File: src/hw/flash_host_params.svh
// Constants for the parallel NOR flash host controller.
// Assumes a 20 MHz clk_in; all times are converted to cycles here.
// Functional notes
// - After reset release, wait the release-to-read interval before reading.
// - Operation cut by a reset is reissued once the device runs again (the controller does not reissue; the caller must).
// - Word program is always preceded by the three-cycle unlock.
// - Every erase goes out as the full six-cycle unlock sequence.
// - Query entry by three cycles ending 98H at address 555H.
// - Query entry by a single write of 98H at address 55H.
// - Query mode lasts until the exit command is written.
// - Exit sequence returns to array read and recovers from faults (the controller refuses the exit while busy_in is high).
// - Security words use their own program command; toggle-bit polling (the controller does no polling).
// - Security space entry by 88H at 555H; left by the exit command.
`ifndef FLASH_HOST_PARAMS_SVH
`define FLASH_HOST_PARAMS_SVH

`define CLK_PERIOD_NS     50
`define STROBE_LOW_NS     100
`define STROBE_LOW_CYC    ((`STROBE_LOW_NS + `CLK_PERIOD_NS - 1) / `CLK_PERIOD_NS)
`define RESET_PULSE_NS    1000
`define RESET_PULSE_CYC   ((`RESET_PULSE_NS + `CLK_PERIOD_NS - 1) / `CLK_PERIOD_NS)
`define RELEASE_READ_NS   1000
`define RELEASE_READ_CYC  ((`RELEASE_READ_NS + `CLK_PERIOD_NS - 1) / `CLK_PERIOD_NS)
`define READ_CYCLE_NS     70
`define READ_CYCLE_CYC    ((`READ_CYCLE_NS + `CLK_PERIOD_NS - 1) / `CLK_PERIOD_NS)

`define ADDR_UNLOCK1      21'h000555
`define ADDR_UNLOCK2      21'h0002AA
`define ADDR_QUERY_SHORT  21'h000055
`define ADDR_LOCK_STATUS  21'h0000FF
`define DATA_UNLOCK1      16'h00AA
`define DATA_UNLOCK2      16'h0055
`define CMD_PROGRAM       16'h00A0
`define CMD_ERASE_SETUP   16'h0080
`define CMD_SECTOR_ERASE  16'h0050
`define CMD_BLOCK_ERASE   16'h0030
`define CMD_CHIP_ERASE    16'h0010
`define CMD_SEC_ENTRY     16'h0088
`define CMD_SEC_PROGRAM   16'h00A5
`define CMD_SEC_LOCK      16'h0085
`define CMD_ID_ENTRY      16'h0090
`define CMD_QUERY_ENTRY   16'h0098
`define CMD_EXIT          16'h00F0
`define DATA_LOCK_WORD    16'h0000

`define BOOT_TOP_BASE     21'h1F8000
`define BOOT_BOTTOM_LAST  21'h007FFF
`define SEC_FACTORY_LAST  21'h000007
`define SEC_USER_FIRST    21'h000008
`define SEC_USER_LAST     21'h000087

`endif

File: src/hw/flash_host_pkg.sv
// Types for the parallel NOR flash host controller.
// Assumes the constants header is compiled alongside.
package flash_host_pkg;

	typedef enum logic [3:0]
	{
		OP_READ         = 4'h0,
		OP_PROGRAM      = 4'h1,
		OP_SECTOR_ERASE = 4'h2,
		OP_BLOCK_ERASE  = 4'h3,
		OP_CHIP_ERASE   = 4'h4,
		OP_ID_ENTRY     = 4'h5,
		OP_QUERY_ENTRY  = 4'h6,
		OP_QUERY_SHORT  = 4'h7,
		OP_SEC_ENTRY    = 4'h8,
		OP_SEC_PROGRAM  = 4'h9,
		OP_SEC_LOCK     = 4'hA,
		OP_EXIT         = 4'hB,
		OP_EXIT_SHORT   = 4'hC,
		OP_HW_RESET     = 4'hD
	} op_t;

	typedef enum logic [2:0]
	{
		ST_IDLE   = 3'b000,
		ST_SETUP  = 3'b001,
		ST_STROBE = 3'b011,
		ST_HOLD   = 3'b010,
		ST_RESET  = 3'b110,
		ST_RECOV  = 3'b111,
		ST_DONE   = 3'b101
	} state_t;

	typedef enum logic [1:0]
	{
		MODE_ARRAY = 2'b00,
		MODE_ID    = 2'b01,
		MODE_QUERY = 2'b11,
		MODE_SEC   = 2'b10
	} mode_t;

endpackage

File: src/hw/flash_host_ctrl.sv
// Host-side controller that drives a parallel NOR flash through its pins.
// Assumes the flash pins are synchronous to clk_in; the device itself runs
// unclocked and the controller sequences every strobe in whole cycles.
`timescale 1ns/1ps
`include "flash_host_params.svh"

module flash_host_ctrl
	import flash_host_pkg::*;
#(
	parameter bit BOOT_TOP = 1'b1
)
(
	input  wire logic        clk_in,
	input  wire logic        sys_rst_in,
	input  wire logic        req_valid_in,
	input  wire logic [3:0]  req_op_in,
	input  wire logic [20:0] req_addr_in,
	input  wire logic [15:0] req_data_in,
	input  wire logic        wp_allow_in,
	input  wire logic        busy_in,
	input  wire logic [15:0] dq_in,
	output logic             req_ready_out,
	output logic             resp_valid_out,
	output logic [15:0]      resp_data_out,
	output logic             resp_refused_out,
	output logic [1:0]       mode_out,
	output logic             sec_locked_out,
	output logic             ce_n_out,
	output logic             oe_n_out,
	output logic             we_n_out,
	output logic             rst_n_out,
	output logic             wp_n_out,
	output logic [20:0]      addr_out,
	output logic [15:0]      dq_out,
	output logic             dq_oe_out
);

	localparam int STROBE_CYC = `STROBE_LOW_CYC;
	localparam int RESET_CYC  = `RESET_PULSE_CYC;
	localparam int RECOV_CYC  = `RELEASE_READ_CYC;
	localparam int READ_CYC   = `READ_CYCLE_CYC;

	state_t      state_q;
	op_t         op_q;
	logic [2:0]  step_q;
	logic [2:0]  steps_q;
	logic [7:0]  cnt_q;
	logic        write_q;
	logic [20:0] addr_q;
	logic [15:0] data_q;
	mode_t       mode_q;
	logic        sec_locked_q;
	logic        refuse;
	logic        in_boot;
	logic        is_sec_user;
	logic [2:0]  n_steps;
	logic [20:0] cyc_addr;
	logic [15:0] cyc_data;
	logic        last_step;
	logic        exit_op;

	// Boot block range chosen per variant
	always_comb
	begin
		if (BOOT_TOP)
			in_boot = (req_addr_in >= `BOOT_TOP_BASE);
		else
			in_boot = (req_addr_in <= `BOOT_BOTTOM_LAST);
	end

	assign is_sec_user = (req_addr_in >= `SEC_USER_FIRST) &&
		(req_addr_in <= `SEC_USER_LAST);
	assign exit_op = (req_op_in == OP_EXIT) || (req_op_in == OP_EXIT_SHORT);

	// Refused requests never reach the pins, so the device sees no write
	always_comb
	begin
		refuse = 1'b0;
		unique case (op_t'(req_op_in))
			OP_PROGRAM, OP_SECTOR_ERASE, OP_BLOCK_ERASE:
				refuse = in_boot && !wp_allow_in;
			OP_CHIP_ERASE:
				refuse = !wp_allow_in;
			OP_SEC_PROGRAM:
				refuse = !is_sec_user || sec_locked_q;
			OP_EXIT, OP_EXIT_SHORT:
				refuse = busy_in;
			// Unknown codes never start an unlock sequence on the pins
			default:
				refuse = (req_op_in > OP_HW_RESET);
		endcase
	end

	always_comb
	begin
		unique case (op_t'(req_op_in))
			OP_READ:         n_steps = 3'd1;
			OP_PROGRAM:      n_steps = 3'd4;
			OP_SEC_PROGRAM:  n_steps = 3'd4;
			OP_SEC_LOCK:     n_steps = 3'd4;
			OP_SECTOR_ERASE: n_steps = 3'd6;
			OP_BLOCK_ERASE:  n_steps = 3'd6;
			OP_CHIP_ERASE:   n_steps = 3'd6;
			OP_QUERY_SHORT:  n_steps = 3'd1;
			OP_EXIT_SHORT:   n_steps = 3'd1;
			default:         n_steps = 3'd3;
		endcase
	end

	// Address and data of bus cycle step_q of the current operation
	always_comb
	begin
		cyc_addr = `ADDR_UNLOCK1;
		cyc_data = `DATA_UNLOCK1;
		if (step_q == 3'd1 || step_q == 3'd4)
		begin
			cyc_addr = `ADDR_UNLOCK2;
			cyc_data = `DATA_UNLOCK2;
		end
		else if (step_q == 3'd2)
		begin
			unique case (op_q)
				OP_PROGRAM:     cyc_data = `CMD_PROGRAM;
				OP_SEC_PROGRAM: cyc_data = `CMD_SEC_PROGRAM;
				OP_SEC_LOCK:    cyc_data = `CMD_SEC_LOCK;
				OP_ID_ENTRY:    cyc_data = `CMD_ID_ENTRY;
				OP_QUERY_ENTRY: cyc_data = `CMD_QUERY_ENTRY;
				OP_SEC_ENTRY:   cyc_data = `CMD_SEC_ENTRY;
				OP_EXIT:        cyc_data = `CMD_EXIT;
				default:        cyc_data = `CMD_ERASE_SETUP;
			endcase
		end
		else if (step_q == 3'd3 && steps_q == 3'd4)
		begin
			cyc_addr = addr_q;
			cyc_data = (op_q == OP_SEC_LOCK) ? `DATA_LOCK_WORD : data_q;
		end
		else if (step_q == 3'd5)
		begin
			cyc_addr = (op_q == OP_CHIP_ERASE) ? `ADDR_UNLOCK1 : addr_q;
			unique case (op_q)
				OP_SECTOR_ERASE: cyc_data = `CMD_SECTOR_ERASE;
				OP_BLOCK_ERASE:  cyc_data = `CMD_BLOCK_ERASE;
				default:         cyc_data = `CMD_CHIP_ERASE;
			endcase
		end
		if (steps_q == 3'd1)
		begin
			cyc_addr = addr_q;
			unique case (op_q)
				OP_QUERY_SHORT: cyc_data = `CMD_QUERY_ENTRY;
				OP_EXIT_SHORT:  cyc_data = `CMD_EXIT;
				default:        cyc_data = data_q;
			endcase
		end
	end

	assign last_step = (step_q == steps_q - 3'd1);

	always_ff @(posedge clk_in)
	begin
		if (sys_rst_in)
		begin
			state_q <= ST_IDLE;
			op_q    <= OP_READ;
			step_q  <= 3'd0;
			steps_q <= 3'd1;
			cnt_q   <= 8'h00;
			write_q <= 1'b0;
			addr_q  <= 21'h000000;
			data_q  <= 16'h0000;
		end
		else
		begin
			unique case (state_q)
				ST_IDLE:
				begin
					if (req_valid_in && !refuse)
					begin
						op_q    <= op_t'(req_op_in);
						steps_q <= n_steps;
						step_q  <= 3'd0;
						addr_q  <= (req_op_in == OP_QUERY_SHORT) ?
							`ADDR_QUERY_SHORT : req_addr_in;
						data_q  <= req_data_in;
						write_q <= (req_op_in != OP_READ);
						cnt_q   <= 8'h00;
						state_q <= (req_op_in == OP_HW_RESET) ?
							ST_RESET : ST_SETUP;
					end
				end
				ST_SETUP:
					state_q <= ST_STROBE;
				ST_STROBE:
				begin
					// Strobe far wider than the glitch filter
					cnt_q <= cnt_q + 8'h01;
					if (cnt_q == 8'(((write_q ? STROBE_CYC : READ_CYC)) - 1))
					begin
						cnt_q   <= 8'h00;
						state_q <= ST_HOLD;
					end
				end
				ST_HOLD:
				begin
					if (last_step)
						state_q <= ST_DONE;
					else
					begin
						step_q  <= step_q + 3'd1;
						state_q <= ST_SETUP;
					end
				end
				ST_RESET:
				begin
					cnt_q <= cnt_q + 8'h01;
					if (cnt_q == 8'(RESET_CYC - 1))
					begin
						cnt_q   <= 8'h00;
						state_q <= ST_RECOV;
					end
				end
				ST_RECOV:
				begin
					cnt_q <= cnt_q + 8'h01;
					if (cnt_q == 8'(RECOV_CYC - 1))
						state_q <= ST_DONE;
				end
				ST_DONE:
					state_q <= ST_IDLE;
				default:
					state_q <= ST_IDLE;
			endcase
		end
	end

	// Pin drive; OE stays high and CE low through every write
	always_ff @(posedge clk_in)
	begin
		if (sys_rst_in)
		begin
			ce_n_out  <= 1'b1;
			oe_n_out  <= 1'b1;
			we_n_out  <= 1'b1;
			rst_n_out <= 1'b1;
			addr_out  <= 21'h000000;
			dq_out    <= 16'h0000;
			dq_oe_out <= 1'b0;
		end
		else
		begin
			rst_n_out <= !(state_q == ST_IDLE && req_valid_in && !refuse &&
				req_op_in == OP_HW_RESET) && !(state_q == ST_RESET &&
				cnt_q != 8'(RESET_CYC - 1));
			ce_n_out  <= !(state_q == ST_SETUP || state_q == ST_STROBE);
			we_n_out  <= !(write_q && ((state_q == ST_SETUP) ||
				(state_q == ST_STROBE && cnt_q != 8'(STROBE_CYC - 1))));
			oe_n_out  <= !(!write_q && (state_q == ST_SETUP ||
				state_q == ST_STROBE));
			dq_oe_out <= write_q && (state_q == ST_SETUP ||
				state_q == ST_STROBE);
			if (state_q == ST_SETUP)
			begin
				addr_out <= cyc_addr;
				dq_out   <= cyc_data;
			end
		end
	end

	// Write protect pin; reset value high keeps the boot block open
	always_ff @(posedge clk_in)
	begin
		if (sys_rst_in)
			wp_n_out <= 1'b1;
		else
			wp_n_out <= wp_allow_in;
	end

	// Mode tracking; read sampled on the edge at which the strobe ends
	always_ff @(posedge clk_in)
	begin
		if (sys_rst_in)
		begin
			mode_q       <= MODE_ARRAY;
			sec_locked_q <= 1'b0;
		end
		else if (state_q == ST_DONE)
		begin
			unique case (op_q)
				OP_ID_ENTRY:    mode_q <= MODE_ID;
				OP_QUERY_ENTRY: mode_q <= MODE_QUERY;
				OP_QUERY_SHORT: mode_q <= MODE_QUERY;
				OP_SEC_ENTRY:   mode_q <= MODE_SEC;
				OP_EXIT, OP_EXIT_SHORT, OP_HW_RESET:
					mode_q <= MODE_ARRAY;
				OP_SEC_LOCK:    sec_locked_q <= 1'b1;
				default:        mode_q <= mode_q;
			endcase
		end
	end

	always_ff @(posedge clk_in)
	begin
		if (sys_rst_in)
		begin
			req_ready_out    <= 1'b0;
			resp_valid_out   <= 1'b0;
			resp_refused_out <= 1'b0;
			resp_data_out    <= 16'h0000;
		end
		else
		begin
			req_ready_out    <= (state_q == ST_IDLE) && !req_valid_in;
			resp_valid_out   <= (state_q == ST_DONE) ||
				(state_q == ST_IDLE && req_valid_in && refuse);
			resp_refused_out <= (state_q == ST_IDLE && req_valid_in && refuse);
			if (state_q == ST_HOLD && !write_q)
				resp_data_out <= dq_in;
		end
	end

	assign mode_out       = mode_q;
	assign sec_locked_out = sec_locked_q;

endmodule

File: config.mk
export PLATFORM = sky130hd
export DESIGN_NAME = flash_host_ctrl
export DESIGN_NICKNAME = d
export VERILOG_FILES = /design/src/hw/flash_host_pkg.sv /design/src/hw/flash_host_ctrl.sv
export VERILOG_INCLUDE_DIRS = /design/src /design/src/hw
export SDC_FILE = /design/constraint.sdc
export NUM_CORES = 1
export LEC_CHECK = 0
export BUFFER_PORTS_ARGS = -buffer_cell sky130_fd_sc_hd__clkbuf_2
export CAP_MARGIN = 20
export CORE_MARGIN = 2
export CORE_UTILIZATION = 45
export CTS_BUF_LIST = sky130_fd_sc_hd__clkbuf_8
export CTS_CLUSTER_DIAMETER = 60
export CTS_CLUSTER_SIZE = 14
export DETAILED_ROUTE_END_ITERATION = 12
export GPL_TIMING_DRIVEN = 0
export PLACE_DENSITY = 0.68
export SYNTH_ARGS = -nofsm -noshare
export SYNTH_HDL_FRONTEND = slang
export SYNTH_SLANG_ARGS = --single-unit
export TNS_END_PERCENT = 50
File: constraint.sdc
create_clock -name clk_in -period 5.4 [get_ports clk_in]
set_clock_uncertainty 0.05 [all_clocks]
set_input_delay 1.35 -clock clk_in [delete_from_list [all_inputs] [get_ports clk_in]]
set_output_delay 1.35 -clock clk_in [all_outputs]
set_load 0.02 [all_outputs]
# Word-level counts from Yosys, hierarchy flattened
# Memories as Yosys holds them, arrays and structs flattened. A register that Yosys moved wholly into a read port is not among the register bits.
# Index checks and enable logic that the tools add are counted.
[op_classes] addsub=3 order_cmp=4 eq_ne=45 muxes=32 n_reduce_logical=46
[ops] operator="2-to-1 mux 21 bit" n=7
[ops] operator="2-to-1 mux 16 bit" n=5
[ops] operator="one-hot mux 7 bit (7 select lines)" n=1
[ops] operator="== test 4 bit, second input constant" n=10
[ops] operator="2-to-1 mux 8 bit" n=4
[ops] operator="one-hot mux 16 bit (2 select lines)" n=1
[ops] operator="one-hot mux 8 bit (4 select lines)" n=1
[ops] operator="== test 4 x 3 -> 1 bit, second input constant" n=6
[ops] operator="2-to-1 mux 3 bit" n=8
[ops] operator=">= comparator 21 bit, second input constant" n=1
[ops] operator=">= comparator 21 x 4 -> 1 bit, second input constant" n=1
[ops] operator="less-or-equal comparator 21 x 8 -> 1 bit, second input constant" n=1
[ops] operator="== test 3 bit, second input constant" n=6
[ops] operator="one-hot mux 3 bit (6 select lines)" n=1
[ops] operator="== test 4 x 2 -> 1 bit, second input constant" n=4
[ops] operator="logical AND 1 bit" n=16
[ops] operator="one-hot mux 7 bit (2 select lines)" n=1
[ops] operator="== test 3 x 2 -> 1 bit, second input constant" n=4
[ops] operator="nonzero test 4 bit" n=3
[ops] operator="zero test 1 bit" n=10
[ops] operator="!= test 2 bit, second input constant" n=5
[ops] operator="== test 3 x 1 -> 1 bit, second input constant" n=3
[ops] operator="adder 8 x 1 -> 8 bit, second input constant" n=1
[ops] operator="== test 4 x 1 -> 1 bit, second input constant" n=2
[ops] operator="other kinds (19)" n=28
[totals] register_bits=121 rom_bits=48 in_bits=62 out_inout_bits=65 elab_cells=152 memories=1
[memory_table] memory="(name not given)" depth=16 word_bits=3 rd=1 rd_clocked_by_memory_dff=1 write_ports=0 line_no="flash_host_ctrl.sv:96" text="unique case (op_t'(req_op_in))"

# Longest topological paths before layout
[logic_depth] word_depth=10 depth_mapped=10 depth_no_buf=8

# Least setup slack after synthesis
# OpenSTA, ideal clock, no wires.
[synth_path] path_type="input port to flip-flop" startpoint="input port req_op_in[1]" endpoint="register cnt_q[5]" setup_time_ps=120 arrival_ps=2879 required_time_ps=5230 slack_ps=2352 path_stages=8 n_path_buf=1 path_cell_list="inv_1 ha_1 or4_1 o21ai_2 a31o_1 buf_6 a21oi_4 a211o_1"
[synth_between] elab_chain_len=7 word_cells_on_any_way=15 classes_between="order compare (1); eq/ne (8); mux (1); reduce/logical (5)"
[synth_rtl] element="start, declared" line_no="flash_host_ctrl.sv:16" text="input wire logic [3:0] req_op_in,"
[synth_rtl] element="parallel branches: the longest is 2 deep, another holds > comparator 4 bit"
[synth_rtl] element="one-hot mux 1 bit (4 select lines) *" line_no="flash_host_ctrl.sv:79" text="unique case (op_t'(req_op_in))"
[synth_rtl] element="zero test 1 bit *" line_no="flash_host_ctrl.sv:178" text="if (req_valid_in && !refuse)"
[synth_rtl] element="logical AND 1 bit *" line_no="flash_host_ctrl.sv:178"
[synth_rtl] element="!= test 2 bit (no source line) *"
[synth_rtl] element="AND reduction 2 bit (no source line) *"
[synth_rtl] element="end signal, assigned" line_no="flash_host_ctrl.sv:197" text="cnt_q <= cnt_q + 8'h01;"
[synth_rtl] element="end signal, assigned" line_no="flash_host_ctrl.sv:216" text="cnt_q <= cnt_q + 8'h01;"
[synth_rtl] element="end signal, assigned" line_no="flash_host_ctrl.sv:225" text="cnt_q <= cnt_q + 8'h01;"
[synth_rtl] element="end, declared" line_no="flash_host_ctrl.sv:47" text="logic [7:0] cnt_q;"
# Mark *: on every way between the ends.
# A chain may end at the register's enable or synchronous reset.

# Worst setup path after layout
[layout_path] startpoint="input port req_op_in[1]" endpoint="register resp_valid_out"
[layout_between] elab_chain_len=5 word_cells_on_any_way=13 classes_between="order compare (1); eq/ne (7); mux (1); reduce/logical (4)"
[layout_rtl] element="parallel branches: the longest is 2 deep, another holds > comparator 4 bit"
[layout_rtl] element="one-hot mux 1 bit (4 select lines) *" line_no="flash_host_ctrl.sv:79"
[layout_rtl] element="logical AND 1 bit *" line_no="flash_host_ctrl.sv:315" text="(state_q == ST_IDLE && req_valid_in && refuse);"
[layout_rtl] element="logical OR 1 bit *" line_no="flash_host_ctrl.sv:314" text="resp_valid_out <= (state_q == ST_DONE) ||"
[layout_rtl] element="end signal, assigned" line_no="flash_host_ctrl.sv:314"
[layout_rtl] element="end, declared" line_no="flash_host_ctrl.sv:23" text="output logic resp_valid_out,"
# Marks and branches as above.

==> flow_summary.yaml <==
status:
  outcome: "completed"
detailed_routing:
  vias: 5784
  remaining_drc_errors: 0
  wire_per_inst_um: 16.6
  starting_drc_count_in_detailed_routing: 329
  vias_per_cell: 5.59
  routed_wl_um: 17200
  detail_route.first_pass.iterations: 5
  ant_nets: 0
synthesis:
  synth-seq-area-share: 0.429
  synth.distinct_cells: 63
  post_synth_and_or_nand_nor_area_fraction: 0.238
  synth_compound_area_frac: 0.224
  synth_largest_type_area_fraction: 0.429
  yosys_warnings: 0
  async_flop_share: 0
  syn_nets: 782
  mappedNetlistArea_um2: 5790
  postSynthCellCount: 705
  synth.top_cells.by_area: "sky130_fd_sc_hd__dfxtp_1, sky130_fd_sc_hd__a21oi_1, sky130_fd_sc_hd__o21ai_0"
  synth.mux.area_fraction: 0.0112
  yosys_reg_bits: 124
  synthesis.area_per_instance_um2: 8.21
  ys.flop_type: "sky130_fd_sc_hd__dfxtp_1"
  synth_xor_xnor_area_share: 0.0106
  synth_area_leader_cell: "sky130_fd_sc_hd__dfxtp_1"
  synth_enable_flop_cells: 0
  yosys.area_share.adder: 0.0324
  largest_family_of_logic_cells_by_synthesized_area: "simple AND/OR/NAND/NOR gates"
clock_tree:
  clock_pin_slew_on_the_worst_setup_and_hold_paths_ns: 0.07
  post_cts_buffers: 0
  post_cts_resize_count: 0
  tritoncts_clock_tree: "built"
  clockRootBuffer: "sky130_fd_sc_hd__clkbuf_8"
  cts.sinks: 124
  cts_buffers: 17
  cts-htree-levels: 4
  postCtsHoldBufs: 0
  worst_skew_pair.late_latency_ns: 0.45
  cts_max_path_buffers: 2
power:
  power_density_nw_per_um2: 450
  vdd_ir_max_v: 0.000215
  leakage_nw: 2.80
layout:
  fin_util: 0.562
  final_layout_size_suffix_gt1_frac: 0.223
  finalNetCount: 927
  final.fill_count: 1221
  layout-area-overhead-vs-synth_pct: 21.9
  layout.area.seq_um2: 2480
  diodes: 0
  layout.cells.non_filler: 1034
  multiInputGateArea_um2: 2990
place:
  place_congestion: 0.902
  dpl.hpwl_um: 13100
  placedCellCount: 1003
  port_buffers: 126
grt:
  first_pass_grt_wire_length_um: 28300
  grt_start_max_net_pins: 17
  globalRoute.totalOverflow: 0
  antenna_found_initial: 0
  vias_in_the_first_global_route: 5604
  track_usage: 0.255
timing:
  worstMarginPinSlew_ns: 0.814
  rsz0062_at_grt: "false"
  post-route-period-util: 0.576
  slew_viol_final: 0
  clock.fmax_mhz: 321
  fin_setup_tns_ns: 0
  setup_violations: 0
  fin_crit_ns: 3.11
  report.final.hold_viol_count: 0
  max-slew-margin-rel: 0.453
worst_setup_path:
  worst-endpoint-arrival_ns: 3.42
  timing.critical_path.fanout_max: 10
  worst_setup_path_end_kind: "flip-flop"
  timing.reg2reg.worst_path_depth: 6
  critical_path_required_ns: 5.71
  crit-reg2reg-launch: "state_q[1]$_SDFFE_PP0P_"
  criticalPathCategory: "in -> reg"
  cp-start-kind: "input port"
  timing.rr.end: "addr_out[14]$_SDFFE_PP0P_"
  ff2ff_setup_slack_ns: 2.99
min_path:
  timing.hold.worst.start: "resp_data_out[6]$_SDFFE_PP0P_"
  min_path_cells: 2
  min_to: "resp_data_out[6]$_SDFFE_PP0P_"
  hold_path.class: "reg -> reg"
floorplanning:
  core_um2: 12600
  die_area_um2: 13800
  fp.dieW_um: 117
  placementRows: 41
  floorplan.die.height_um: 117
  start_util: 0.461
  ios: 127
job:
  number_of_violations_of_the_max_capacitance_limit: 0
-- metrics by stage --
stage / setup slack (ns) / hold slack, ns / area, um^2 / total power, mW
after floorplan: 2.35 / 0.396 / 5790 / 1.94
after global placement: 1.92 / 0.394 / 6630 / 2.29
after detailed placement: 1.84 / 0.399 / 6630 / 2.32
after CTS: 2.31 / 0.410 / 7060 / 3.19
after global routing: 2.11 / 0.436 / 7060 / 3.37
final: 2.29 / 0.408 / 7060 / 3.18
-- flip-flops by register name, indices dropped and copies added, names as in the netlist, 2 cells and up --
register and count:
addr_out 21, addr_q 21, data_q 16, dq_out 16
resp_data_out 16, cnt_q 8, op_q 4, state_q 3
step_q 3, steps_q 3, mode_out 2
-- where the power goes --
group          internal [mW]  switching [mW]
sequential              1.07           0.102
clock                  0.483           0.389
combinational          0.354           0.777
total                   1.91            1.27
-- routing by layer --
metal | part of all wire | track usage | up-vias
met2 | 0.47 | 0.407 | 206
met5 | 0 | 0 | -
met1 | 0.43 | 0.324 | 2713
met4 | 0.029 | 0.119 | 0
met3 | 0.071 | 0.0657 | 42
li1 | - | - | 2823
-- cell usage after synthesis, types with 7 or more instances --
| cell | count |
|---|---|
| sky130_fd_sc_hd__a211o_1 | 7 |
| sky130_fd_sc_hd__a21oi_1 | 85 |
| sky130_fd_sc_hd__a22oi_1 | 19 |
| sky130_fd_sc_hd__a31oi_1 | 9 |
| sky130_fd_sc_hd__buf_2 | 10 |
| sky130_fd_sc_hd__clkbuf_1 | 40 |
| sky130_fd_sc_hd__dfxtp_1 | 124 |
| sky130_fd_sc_hd__ha_1 | 15 |
| sky130_fd_sc_hd__inv_1 | 16 |
| sky130_fd_sc_hd__nand2_1 | 66 |
| sky130_fd_sc_hd__nand2b_1 | 8 |
| sky130_fd_sc_hd__nand3_1 | 30 |
| sky130_fd_sc_hd__nand4b_1 | 17 |
| sky130_fd_sc_hd__nor2_1 | 52 |
| sky130_fd_sc_hd__nor2b_1 | 8 |
| sky130_fd_sc_hd__nor3_1 | 36 |
| sky130_fd_sc_hd__nor4_1 | 9 |
| sky130_fd_sc_hd__o21ai_0 | 59 |
-- critical path, cell delays in order --
cell	delay, ns
sky130_fd_sc_hd__clkbuf_2	0.14
sky130_fd_sc_hd__inv_1	0.08
sky130_fd_sc_hd__ha_1	0.26
sky130_fd_sc_hd__o41ai_1	0.44
sky130_fd_sc_hd__a21oi_2	0.11
sky130_fd_sc_hd__a31oi_4	0.34
sky130_fd_sc_hd__clkbuf_1	0.38
sky130_fd_sc_hd__a21oi_1	0.13
sky130_fd_sc_hd__nor2_1	0.18
-- cell usage in the layout, fill, tap and decap left out, types with 10 or more instances in the layout --
master and instances:
sky130_fd_sc_hd__ha_1 15, sky130_fd_sc_hd__nor2_1 52, sky130_fd_sc_hd__clkbuf_2 126, sky130_fd_sc_hd__a21oi_1 85, sky130_fd_sc_hd__buf_2 10, sky130_fd_sc_hd__o21ai_0 59, sky130_fd_sc_hd__nor3_1 36, sky130_fd_sc_hd__dfxtp_1 124
sky130_fd_sc_hd__nand3_1 30, sky130_fd_sc_hd__nand4b_1 17, sky130_fd_sc_hd__inv_1 16, sky130_fd_sc_hd__clkbuf_8 19, sky130_fd_sc_hd__a22oi_1 19, sky130_fd_sc_hd__nand2_1 66, sky130_fd_sc_hd__clkbuf_1 40
-- kinds of logic (layout without fill, tap and decap cells) --
kind of cell / after synthesis / in the layout
flops: 124 / 124
buf+inv: 73 / 230
fa+ha+maj: 15 / 15
simple gates: 267 / 267
mux: 5 / 5
xor+xnor: 7 / 7
compound gates: 214 / 214
-- final cells by class --
type,count,area share
Multi-Input combinational cell,508,0.424
Clock inverter,12,0.0230
Timing Repair Buffer,126,0.0893
Buffer,57,0.0363
Inverter,16,0.00851
Tap cell,172,0.0305
Clock buffer,19,0.0371
Sequential cell,124,0.352
-- how the worst max path moves through the flow --
stage | start | endpoint | slack (ns) | cells past startpoint
final | req_op_in[1] | resp_valid_out$_SDFF_PP0_ | 2.29 | 9
after global routing | req_op_in[1] | addr_q[9]$_SDFFE_PP0P_ | 2.11 | 10
after CTS | req_op_in[1] | resp_valid_out$_SDFF_PP0_ | 2.31 | 10
after detailed placement | req_op_in[1] | resp_valid_out$_SDFF_PP0_ | 1.84 | 10
after global placement | req_op_in[1] | resp_valid_out$_SDFF_PP0_ | 1.92 | 9
after floorplan | req_op_in[1] | cnt_q[5]$_SDFFE_PP0P_ | 2.35 | 8
Note: power is estimated with default switching activity, not from simulation.
